--- config.mk ---
export PLATFORM = sky130hd
export DESIGN_NAME = bfp_top
export DESIGN_NICKNAME = d
export VERILOG_FILES = /design/src/bfp_pkg.sv /design/src/bfp_ramp.sv /design/src/bfp_sync.sv /design/src/bfp_top.sv
export SDC_FILE = /design/constraint.sdc
export NUM_CORES = 1
export LEC_CHECK = 0
export ABC_AREA = 1
export BUFFER_PORTS_ARGS = -buffer_cell sky130_fd_sc_hd__buf_2
export CORE_MARGIN = 4
export CORE_UTILIZATION = 31
export DETAILED_ROUTE_END_ITERATION = 7
export MAX_ROUTING_LAYER = met4
export PLACE_DENSITY = 0.51
export SLEW_MARGIN = 10
export SYNTH_ARGS = -nofsm -noshare
export SYNTH_HDL_FRONTEND = slang
export SYNTH_HIERARCHICAL = 1
export SYNTH_SLANG_ARGS = --single-unit
--- constraint.sdc ---
create_clock -name clk -period 4.8 [get_ports clk]
set_clock_uncertainty 0.2 [all_clocks]
set_input_delay 0.96 -clock clk [delete_from_list [all_inputs] [get_ports clk]]
set_output_delay 0.96 -clock clk [all_outputs]
set_load 0.005 [all_outputs]
--- src/bfp_pkg.sv ---
// Shared constants, bus carriers and state codes for the buck fault protection logic
package bfp_pkg;

  localparam int          CLK_HZ           = 50_000_000;
  localparam int          MV_W             = 11;
  localparam int          ADDR_W           = 8;

  // Voltage codes are in millivolts
  localparam logic [10:0] OC_THRESH_MAX_MV = 11'h280;
  localparam logic [10:0] VREF_MV          = 11'h320;
  localparam logic [10:0] PG_LOW_MV        = 11'h2D0;
  localparam logic [10:0] PG_HIGH_MV       = 11'h370;
  localparam logic [10:0] OV_TRIP_MV       = 11'h3E8;
  localparam logic [10:0] OV_LG_OFF_MV     = 11'h190;
  localparam logic [10:0] UV_TRIP_MV       = 11'h258;

  localparam logic [2:0]  OC_TRIP_COUNT    = 3'h4;
  localparam int          SS_TIME_US       = 4000;
  localparam int          OCSET_SETTLE_US  = 20;
  localparam int          OCSET_SETTLE_CYC = (CLK_HZ / 1_000_000) * OCSET_SETTLE_US;

  localparam logic [7:0]  CTRL_OFS         = 8'h00;
  localparam logic [7:0]  STATUS_OFS       = 8'h04;
  localparam logic [7:0]  OC_THRESH_OFS    = 8'h08;
  localparam logic [7:0]  SS_REF_OFS       = 8'h0C;
  localparam logic [7:0]  OUT_SENSE_OFS    = 8'h10;
  localparam logic [31:0] CTRL_RESET       = 32'h0000_0000;

  localparam int          CTRL_DISABLE_BIT = 0;
  localparam int          ST_OC_BIT        = 0;
  localparam int          ST_OV_BIT        = 1;
  localparam int          ST_UV_BIT        = 2;
  localparam int          ST_PG_BIT        = 3;
  localparam int          ST_SS_DONE_BIT   = 4;
  localparam int          ST_STATE_LSB     = 8;

  localparam logic [1:0]  RESP_OKAY        = 2'h0;
  localparam logic [1:0]  RESP_SLVERR      = 2'h2;

  typedef enum logic [4:0] {
    BFP_IDLE  = 5'b00001,
    BFP_OCSET = 5'b00010,
    BFP_SOFT  = 5'b00100,
    BFP_RUN   = 5'b01000,
    BFP_SPARE = 5'b10000
  } bfp_state_t;

  typedef struct packed {
    logic              awvalid;
    logic [ADDR_W-1:0] awaddr;
    logic              wvalid;
    logic [31:0]       wdata;
    logic [3:0]        wstrb;
    logic              bready;
    logic              arvalid;
    logic [ADDR_W-1:0] araddr;
    logic              rready;
  } bfp_axi_req_t;

  typedef struct packed {
    logic        awready;
    logic        wready;
    logic        bvalid;
    logic [1:0]  bresp;
    logic        arready;
    logic        rvalid;
    logic [31:0] rdata;
    logic [1:0]  rresp;
  } bfp_axi_rsp_t;

endpackage

--- src/bfp_ramp.sv ---
// Soft-start reference ramp with precharge start value
`timescale 1ns/10ps
module bfp_ramp
  import bfp_pkg::*;
#(
  parameter int STEP_CYC = 250
) (
  input  wire logic            clk,
  input  wire logic            reset,
  input  wire logic            clear,
  input  wire logic            start,
  input  wire logic [MV_W-1:0] init_mv,
  output logic      [MV_W-1:0] ref_mv,
  output logic                 done
);
  logic [17:0] step_cnt;
  logic        running;
  wire         step_hit = (step_cnt == 18'(STEP_CYC - 1));

  always_ff @(posedge clk or posedge reset) begin
    if (reset) begin
      ref_mv   <= '0;
      running  <= 1'b0;
      done     <= 1'b0;
      step_cnt <= '0;
    end else if (clear) begin
      ref_mv   <= '0;
      running  <= 1'b0;
      done     <= 1'b0;
      step_cnt <= '0;
    end else if (start) begin
      ref_mv   <= init_mv;
      running  <= 1'b1;
      done     <= 1'b0;
      step_cnt <= '0;
    end else if (running) begin
      step_cnt <= step_hit ? 18'h0_0000 : step_cnt + 18'h0_0001;
      if (ref_mv >= VREF_MV) begin
        running <= 1'b0;
        done    <= 1'b1;
      end else if (step_hit) begin
        ref_mv <= ref_mv + 11'h001;
      end
    end
  end
endmodule

--- src/bfp_sync.sv ---
// Two-flop synchroniser for pin-level inputs
`timescale 1ns/10ps
module bfp_sync #(
  parameter int W = 1
) (
  input  wire logic         clk,
  input  wire logic         reset,
  input  wire logic [W-1:0] async_in,
  output logic      [W-1:0] sync_out
);
  logic [W-1:0] stage1;

  // Multi-bit codes are assumed to change slowly against the clock
  always_ff @(posedge clk or posedge reset) begin
    if (reset) begin
      stage1   <= '0;
      sync_out <= '0;
    end else begin
      stage1   <= async_in;
      sync_out <= stage1;
    end
  end
endmodule

--- src/bfp_top.sv ---
// Buck controller protection, soft start and power-good logic with AXI4-Lite status
//
// Operation
// - Sample switch drop at low-side conduction end
// - Count exceeding samples, clear on non-exceeding
// - Latch overcurrent after four consecutive exceedances
// - Overcurrent fault forces both gates off
// - Overcurrent fault cleared only by power cycle
// - Source current, sample threshold after lockout release
// - Threshold saturates at 640 mV maximum
// - Ramp reference zero to 800 mV, 4 ms
// - Restart ramp on lockout or compensation disable
// - Start ramp from existing output level
// - Pull power-good low in soft start, faults
// - Release power-good only within ten percent window
// - Overvoltage latches fault, high gate held low
// - Overvoltage low gate hysteresis 1 V/400 mV
// - Overvoltage fault persists until power cycle
// - Undervoltage armed after soft start, then latches
// - Undervoltage fault forces both gates low
// - Undervoltage fault cleared only by power cycle
//
// The register addresses and the AXI4-Lite register port are this design's own decisions.
`timescale 1ns/10ps
module bfp_top
  import bfp_pkg::*;
#(
  parameter int SS_TIME_US_P = SS_TIME_US
) (
  input  wire logic            clk,
  input  wire logic            reset,
  input  wire logic            supply_ok,
  input  wire logic            comp_low,
  input  wire logic            low_off_strobe,
  input  wire logic            pwm_high_req,
  input  wire logic            pwm_low_req,
  input  wire logic [MV_W-1:0] switch_node_sense,
  input  wire logic [MV_W-1:0] output_sense,
  input  wire logic [MV_W-1:0] overcurrent_set_resistor,
  input  wire bfp_pkg::bfp_axi_req_t s_axi_req,
  output bfp_pkg::bfp_axi_rsp_t      s_axi_rsp,
  output logic                 high_gate_drive,
  output logic                 low_gate_drive,
  output logic                 ocset_source_en,
  output logic                 power_ok_out_o,
  output logic                 power_ok_out_oe,
  output logic      [MV_W-1:0] ss_reference
);
  import bfp_pkg::*;

  localparam int SS_STEP_CYC = ((CLK_HZ / 1_000_000) * SS_TIME_US_P) / int'(VREF_MV);

  // Pin synchronisation
  logic [MV_W-1:0] sw_drop;
  logic [MV_W-1:0] out_mv;
  logic [MV_W-1:0] ocset_mv;
  logic            supply_s;
  logic            comp_low_s;

  bfp_sync #(.W(MV_W)) u_sync_sw (
    .clk      (clk),
    .reset    (reset),
    .async_in (switch_node_sense),
    .sync_out (sw_drop)
  );
  bfp_sync #(.W(MV_W)) u_sync_out (
    .clk      (clk),
    .reset    (reset),
    .async_in (output_sense),
    .sync_out (out_mv)
  );
  bfp_sync #(.W(MV_W)) u_sync_ocs (
    .clk      (clk),
    .reset    (reset),
    .async_in (overcurrent_set_resistor),
    .sync_out (ocset_mv)
  );
  bfp_sync #(.W(2)) u_sync_lvl (
    .clk      (clk),
    .reset    (reset),
    .async_in ({supply_ok, comp_low}),
    .sync_out ({supply_s, comp_low_s})
  );

  // Control register and state
  logic [31:0]     ctrl;
  bfp_state_t      state;
  bfp_state_t      next_state;
  logic [15:0]     settle_cnt;
  logic [MV_W-1:0] oc_thresh;
  logic [2:0]      oc_cnt;
  logic            oc_fault;
  logic            ov_fault;
  logic            uv_fault;
  logic            ov_lg;
  logic            pg_ok;
  logic            ss_done;

  wire disabled   = comp_low_s | ctrl[CTRL_DISABLE_BIT];
  wire drop_start = ~supply_s | disabled;
  wire active     = (state == BFP_SOFT) | (state == BFP_RUN);
  wire settle_hit = (settle_cnt == 16'(OCSET_SETTLE_CYC - 1));
  wire any_fault  = oc_fault | ov_fault | uv_fault;
  wire stop_both  = oc_fault | uv_fault;

  always_comb begin
    next_state = state;
    case (state)
      BFP_IDLE: begin
        if (supply_s && !disabled) begin
          next_state = BFP_OCSET;
        end
      end
      BFP_OCSET: begin
        if (drop_start) begin
          next_state = BFP_IDLE;
        end else if (settle_hit) begin
          next_state = BFP_SOFT;
        end
      end
      BFP_SOFT: begin
        if (drop_start) begin
          next_state = BFP_IDLE;
        end else if (ss_done) begin
          next_state = BFP_RUN;
        end
      end
      BFP_RUN: begin
        if (drop_start) begin
          next_state = BFP_IDLE;
        end
      end
      default: begin
        next_state = BFP_IDLE;
      end
    endcase
  end

  always_ff @(posedge clk or posedge reset) begin
    if (reset) begin
      state      <= BFP_IDLE;
      settle_cnt <= '0;
    end else begin
      state      <= next_state;
      settle_cnt <= (state == BFP_OCSET) ? settle_cnt + 16'h0001 : 16'h0000;
    end
  end

  // Overcurrent threshold capture
  wire             ocset_take = (state == BFP_OCSET) & settle_hit & ~drop_start;
  wire [MV_W-1:0]  ocset_sat  = (ocset_mv > OC_THRESH_MAX_MV) ? OC_THRESH_MAX_MV : ocset_mv;

  always_ff @(posedge clk or posedge reset) begin
    if (reset) begin
      oc_thresh <= OC_THRESH_MAX_MV;
    end else if (ocset_take) begin
      oc_thresh <= ocset_sat;
    end
  end

  // Soft start ramp, precharged start capped at the reference
  wire [MV_W-1:0] pre_mv = (out_mv > VREF_MV) ? VREF_MV : out_mv;

  bfp_ramp #(.STEP_CYC(SS_STEP_CYC)) u_ramp (
    .clk     (clk),
    .reset   (reset),
    .clear   (~active & ~ocset_take),
    .start   (ocset_take),
    .init_mv (pre_mv),
    .ref_mv  (ss_reference),
    .done    (ss_done)
  );

  // Overcurrent counting once per switching cycle
  wire oc_sample = low_off_strobe & active;
  wire oc_over   = sw_drop > oc_thresh;
  wire oc_trip   = oc_sample & oc_over & (oc_cnt == OC_TRIP_COUNT - 3'h1);

  always_ff @(posedge clk or posedge reset) begin
    if (reset) begin
      oc_cnt <= '0;
    end else if (oc_sample) begin
      if (!oc_over) begin
        oc_cnt <= '0;
      end else if (oc_cnt != OC_TRIP_COUNT) begin
        oc_cnt <= oc_cnt + 3'h1;
      end
    end
  end

  // Fault latches; only reset, which is the power cycle, clears them
  wire ov_trip = active & (out_mv > OV_TRIP_MV);
  wire uv_trip = (state == BFP_RUN) & (out_mv < UV_TRIP_MV);

  always_ff @(posedge clk or posedge reset) begin
    if (reset) begin
      oc_fault <= 1'b0;
      ov_fault <= 1'b0;
      uv_fault <= 1'b0;
    end else begin
      oc_fault <= oc_fault | oc_trip;
      ov_fault <= ov_fault | ov_trip;
      uv_fault <= uv_fault | uv_trip;
    end
  end

  // Low gate hysteresis during overvoltage
  always_ff @(posedge clk or posedge reset) begin
    if (reset) begin
      ov_lg <= 1'b0;
    end else if (out_mv > OV_TRIP_MV) begin
      ov_lg <= 1'b1;
    end else if (out_mv < OV_LG_OFF_MV) begin
      ov_lg <= 1'b0;
    end
  end

  // Gate drive; the latched stop faults outrank the overvoltage clamp
  wire next_hg = active & ~any_fault & pwm_high_req;
  wire next_lg = stop_both ? 1'b0 :
                 ov_fault  ? ov_lg :
                 (active & pwm_low_req);

  // Power good window
  wire in_window = (out_mv >= PG_LOW_MV) & (out_mv <= PG_HIGH_MV);
  wire next_pg   = (state == BFP_RUN) & ~any_fault & ~ov_trip & ~uv_trip & in_window;

  always_ff @(posedge clk or posedge reset) begin
    if (reset) begin
      high_gate_drive <= 1'b0;
      low_gate_drive  <= 1'b0;
      ocset_source_en <= 1'b0;
      pg_ok           <= 1'b0;
    end else begin
      high_gate_drive <= next_hg;
      low_gate_drive  <= next_lg;
      ocset_source_en <= (next_state == BFP_OCSET);
      pg_ok           <= next_pg;
    end
  end

  // Open drain: the pin is only ever driven low
  assign power_ok_out_o  = 1'b0;
  assign power_ok_out_oe = ~pg_ok;

  // AXI4-Lite slave: one write and one read at a time
  logic              aw_got;
  logic              w_got;
  logic [ADDR_W-1:0] aw_addr;
  logic [31:0]       w_data;
  logic [3:0]        w_strb;
  logic              bvalid;
  logic [1:0]        bresp;
  logic              rvalid;
  logic [31:0]       rdata;
  logic [1:0]        rresp;

  wire aw_fire  = s_axi_req.awvalid & ~aw_got & ~bvalid;
  wire w_fire   = s_axi_req.wvalid & ~w_got & ~bvalid;
  wire wr_go    = aw_got & w_got & ~bvalid;
  wire wr_ctrl  = wr_go & (aw_addr == CTRL_OFS);
  wire wr_known = (aw_addr == CTRL_OFS) | (aw_addr == STATUS_OFS) |
                  (aw_addr == OC_THRESH_OFS) | (aw_addr == SS_REF_OFS) |
                  (aw_addr == OUT_SENSE_OFS);
  wire ar_fire  = s_axi_req.arvalid & ~rvalid;

  wire [31:0] status_word = {19'h0_0000, state, 3'h0, ss_done, pg_ok,
                             uv_fault, ov_fault, oc_fault};
  wire [31:0] oc_word     = {21'h00_0000, oc_thresh};
  wire [31:0] ss_word     = {21'h00_0000, ss_reference};
  wire [31:0] out_word    = {21'h00_0000, out_mv};
  wire        rd_ctrl     = s_axi_req.araddr == CTRL_OFS;
  wire        rd_stat     = s_axi_req.araddr == STATUS_OFS;
  wire        rd_oc       = s_axi_req.araddr == OC_THRESH_OFS;
  wire        rd_ss       = s_axi_req.araddr == SS_REF_OFS;
  wire        rd_out      = s_axi_req.araddr == OUT_SENSE_OFS;
  wire        rd_known    = rd_ctrl | rd_stat | rd_oc | rd_ss | rd_out;
  wire [31:0] rd_mux      = rd_ctrl ? ctrl : rd_stat ? status_word : rd_oc ? oc_word :
                            rd_ss ? ss_word : rd_out ? out_word : 32'h0000_0000;

  logic [31:0] next_ctrl;
  always_comb begin
    next_ctrl = ctrl;
    for (int b = 0; b < 4; b++) begin
      if (w_strb[b]) begin
        next_ctrl[b*8 +: 8] = w_data[b*8 +: 8];
      end
    end
    next_ctrl[31:1] = 31'h0000_0000;
  end

  always_ff @(posedge clk or posedge reset) begin
    if (reset) begin
      aw_got  <= 1'b0;
      w_got   <= 1'b0;
      aw_addr <= '0;
      w_data  <= '0;
      w_strb  <= '0;
      bvalid  <= 1'b0;
      bresp   <= RESP_OKAY;
      ctrl    <= CTRL_RESET;
    end else begin
      if (aw_fire) begin
        aw_got  <= 1'b1;
        aw_addr <= s_axi_req.awaddr;
      end
      if (w_fire) begin
        w_got  <= 1'b1;
        w_data <= s_axi_req.wdata;
        w_strb <= s_axi_req.wstrb;
      end
      if (wr_go) begin
        aw_got <= 1'b0;
        w_got  <= 1'b0;
        bvalid <= 1'b1;
        bresp  <= wr_known ? RESP_OKAY : RESP_SLVERR;
      end else if (bvalid && s_axi_req.bready) begin
        bvalid <= 1'b0;
      end
      if (wr_ctrl) begin
        ctrl <= next_ctrl;
      end
    end
  end

  always_ff @(posedge clk or posedge reset) begin
    if (reset) begin
      rvalid <= 1'b0;
      rdata  <= '0;
      rresp  <= RESP_OKAY;
    end else if (ar_fire) begin
      rvalid <= 1'b1;
      rdata  <= rd_mux;
      rresp  <= rd_known ? RESP_OKAY : RESP_SLVERR;
    end else if (rvalid && s_axi_req.rready) begin
      rvalid <= 1'b0;
    end
  end

  assign s_axi_rsp.awready = ~aw_got & ~bvalid;
  assign s_axi_rsp.wready  = ~w_got & ~bvalid;
  assign s_axi_rsp.bvalid  = bvalid;
  assign s_axi_rsp.bresp   = bresp;
  assign s_axi_rsp.arready = ~rvalid;
  assign s_axi_rsp.rvalid  = rvalid;
  assign s_axi_rsp.rdata   = rdata;
  assign s_axi_rsp.rresp   = rresp;

endmodule

==> impl_results.md <==
* Status: finished, final reports clean
* Layout fillers at 2,694
* GRT Total Usage at 14.4%
* Drt drc at 0
* Grt ovf at 0
* Clk slew on worst S/H paths at 80 ps
* Initial antenna violation count at 1
* Net Sw Frac at 26.0%
* R2R Setup Slk at 1830 ps
* CP startpoint kind: flop
* Cell taking the most area after synthesis: dfrtp_1
* CP Capture Type: flop
* Fin. max-slew vios at 0
* Maxcap violations at 0
* Most common cell after layout, fill and taps aside: nand2_1
* Initial core utilization at 31.4%
* Die width at 170 um
* Placed cell count at 1,349
* Synth Area per Inst at 8.82 um^2
* Post-CTS setup buffers at 0
* DP HPWL at 14,700 um
* CTS tree: done
* Post-DR wirelength/cell at 14.1 um
* Final period demand of the worst path at 2970 ps
* Yosys warns at 6
* I/O pin total at 154
* Vias per cell at 4.54
* Critical path type: reg -> reg
* First-pass GRT wire length at 32,100 um
* Vias at 6,281
* Vias in the first global route at 6,191
* Final Hold Fails at 0
* Top cells by area, synth: dfrtp_1 (52%), nand2_1 (8.2%), inv_1 (5.8%)
* Post-synth EDFFs at 0
* H-tree Lvls at 4
* Clock root cell: clkbuf_16
* #FFs+latches synth at 174
* Mapped Cells at 925
* DR pass1 iterations at 5
* Synth async-reset ratio at 100%
* Setup TNS at 0 ps
* Share of the synthesized area in the top cell type at 52.5%
* Worst-Skew Late Latency at 430 ps
* Hold Worst Slack at 143 ps
* Routed WL at 19,500 um
* Synthesized cell area at 8160 um^2
* Clock Tree Buf Depth at 2
* Pwr dens at 350 nW/um^2
* Sequential power share at 48.6%
* Share of cells above drive strength 1 at 18.5%
* Crit share post-route at 61.9%
* Worst Tran Pin Value at 791 ps
* Placer Congestion at 0.847
* F_max at 337 MHz
* Clk sinks at 174
* Slew margin rel. at 47.2%
* Post-CTS Hold Buffers at 0
* P_sw at 0.000869 W
* 1st-iter DRT viols at 331
* DIE AREA at 29,000 um^2
* Max IR drop VDD at 0.217 mV
* CP max FO at 14
* Top FF cell, synth: dfrtp_1
* Worst EP required at 4910 ps
* Internal power at 0.00247 W
* Seq/Total Area, Yosys at 53.4%
* Clk network pwr share at 43.3%
* Unrepaired setup endpoints after global routing: no
* Largest net degree at the start of global routing at 32
* Worst path arrival time at 3080 ps
* Rows at 59
* Worst hold path class: reg -> reg
* Synth cell types at 47
* Port bufs at 97
* Most frequent cells in the layout: nand2_1 (178), dfrtp_1 (171), inv_1 (124), buf_2 (97), nor2_1 (94)
* Remaining antenna violation count at 0
* CTS resizes at 0
* Final #Nets at 1,149
* Logic pwr share at 8.1%
* Die Height at 170 um
* Core Area at 26,000 um^2
* Lkg Pwr at 4.60 nW
* Area grow syn2layout at 17.1%
* Post-route insts no fill at 1,382
* # setup viols final at 0
* CTS buffer count at 17
[per-stage QoR]
stage	utilization (%)	worst slack, ps	area (um^2)	total power, W
detailed placement	34.3	1790	8920	0.00193
finish	36.7	1830	9550	0.00334
floorplan	-	1790	8240	0.00183
global placement	34.3	1790	8920	0.00192
CTS	36.7	1780	9540	0.00338
global route	36.7	1580	9550	0.00349
[cells by family (layout without fill, tap and decap cells)]
kind of cell | count (synthesis) | in the layout | synth area share (%)
buffers and inverters | 167 | 265 | 9.16
adders and majority gates | 19 | 19 | 2.92
muxes | 9 | 9 | 1.24
DFF | 174 | 174 | 53.4
AOI/OAI and AO/OA | 121 | 121 | 8.22
other | 1 | 25 | 0.0460
and+or+nand+nor | 427 | 427 | 24.2
xor gates and xnor gates | 7 | 7 | 0.752
[layer usage]
metal / global-route usage [%] / part of all wire, % / vias to the layer above
met3: 3.41 / 5.6 / 26
met4: 4.62 / 1.8 / 0
met1: 18.8 / 48 / 2942
met2: 22.1 / 45 / 147
li1: - / - / 3166
met5: - / 0 / -
[critical path, cell delays in order (launching register included)]
cell and delay, ps:
dfrtp_1 430, nor2_2 190, nand4_4 240, inv_2 270
nand4_4 230, nand2_1 110, inv_1 100, nor2_4 200
nand2_2 230, nand2_1 200, nor2_2 90, or2_2 270
nand2_1 60, nor2_1 40
[registers in the layout (all words and copies together), names as in the netlist, 2 cells and up]
signal and count:
state 5, aw_addr 8, oc_cnt 3, settle_cnt 16
u_sync_lvl/stage1 2, u_ramp/ref_mv 11, u_sync_lvl/sync_out 2, u_sync_ocs/stage1 11
rdata 13, u_sync_ocs/sync_out 11, u_sync_out/stage1 11, u_sync_sw/stage1 11
oc_thresh 11, u_ramp/step_cnt 18, u_sync_sw/sync_out 11, u_sync_out/sync_out 11
[cell usage after synthesis, types with 4 or more instances]
library cell / count
or2_2: 5
dfrtp_1: 171
buf_4: 25
nand2_2: 5
nand2_1: 178
inv_1: 125
nor3_1: 23
clkbuf_1: 4
nand4_1: 14
o211ai_1: 5
a21oi_1: 34
o21ai_0: 63
nor2_1: 94
ha_1: 19
o21ai_2: 10
nor4_1: 4
nand3_1: 77
xor2_1: 5
inv_2: 6
nor2_4: 4
nor2_2: 7
mux2_2: 9
[power groups by stage]
stage | logic (W) | clock network [W] | registers [W]
after floorplan | 0.000202 | 0 | 0.00163
after global placement | 0.000270 | 0 | 0.00165
after detailed placement | 0.000276 | 0 | 0.00165
after CTS | 0.000276 | 0.00149 | 0.00162
after global routing | 0.000314 | 0.00155 | 0.00163
final | 0.000270 | 0.00145 | 0.00162
[final timing paths]
check                                                from  cells after the start                                to
min in group asynchronous                           reset                      2    u_sync_lvl/stage1[0]$_DFF_PP0_
max reg2reg                            state[3]$_DFF_PP0_                     13    u_ramp/step_cnt[6]$_DFFE_PP0P_
min                        u_sync_out/stage1[5]$_DFF_PP0_                      0  u_sync_out/sync_out[5]$_DFF_PP0_
max                                    state[3]$_DFF_PP0_                     13    u_ramp/step_cnt[6]$_DFFE_PP0P_
max in group asynchronous                           reset                      3                 w_got$_DFFE_PP0P_
min reg2reg                u_sync_out/stage1[5]$_DFF_PP0_                      0  u_sync_out/sync_out[5]$_DFF_PP0_
[cell type report]
cell class | count | area (um^2) | area share, %
Sequential cell | 174 | 4360 | 45.6
Antenna cell | 1 | 2.50 | 0.0262
Clock buffer | 17 | 425 | 4.46
Clock inverter | 15 | 190 | 1.99
Timing Repair Buffer | 101 | 515 | 5.40
Multi-Input combinational cell | 607 | 3140 | 32.9
Tap cell | 335 | 419 | 4.39
Inverter | 132 | 495 | 5.19
Power figures use the tool's default switching activity.
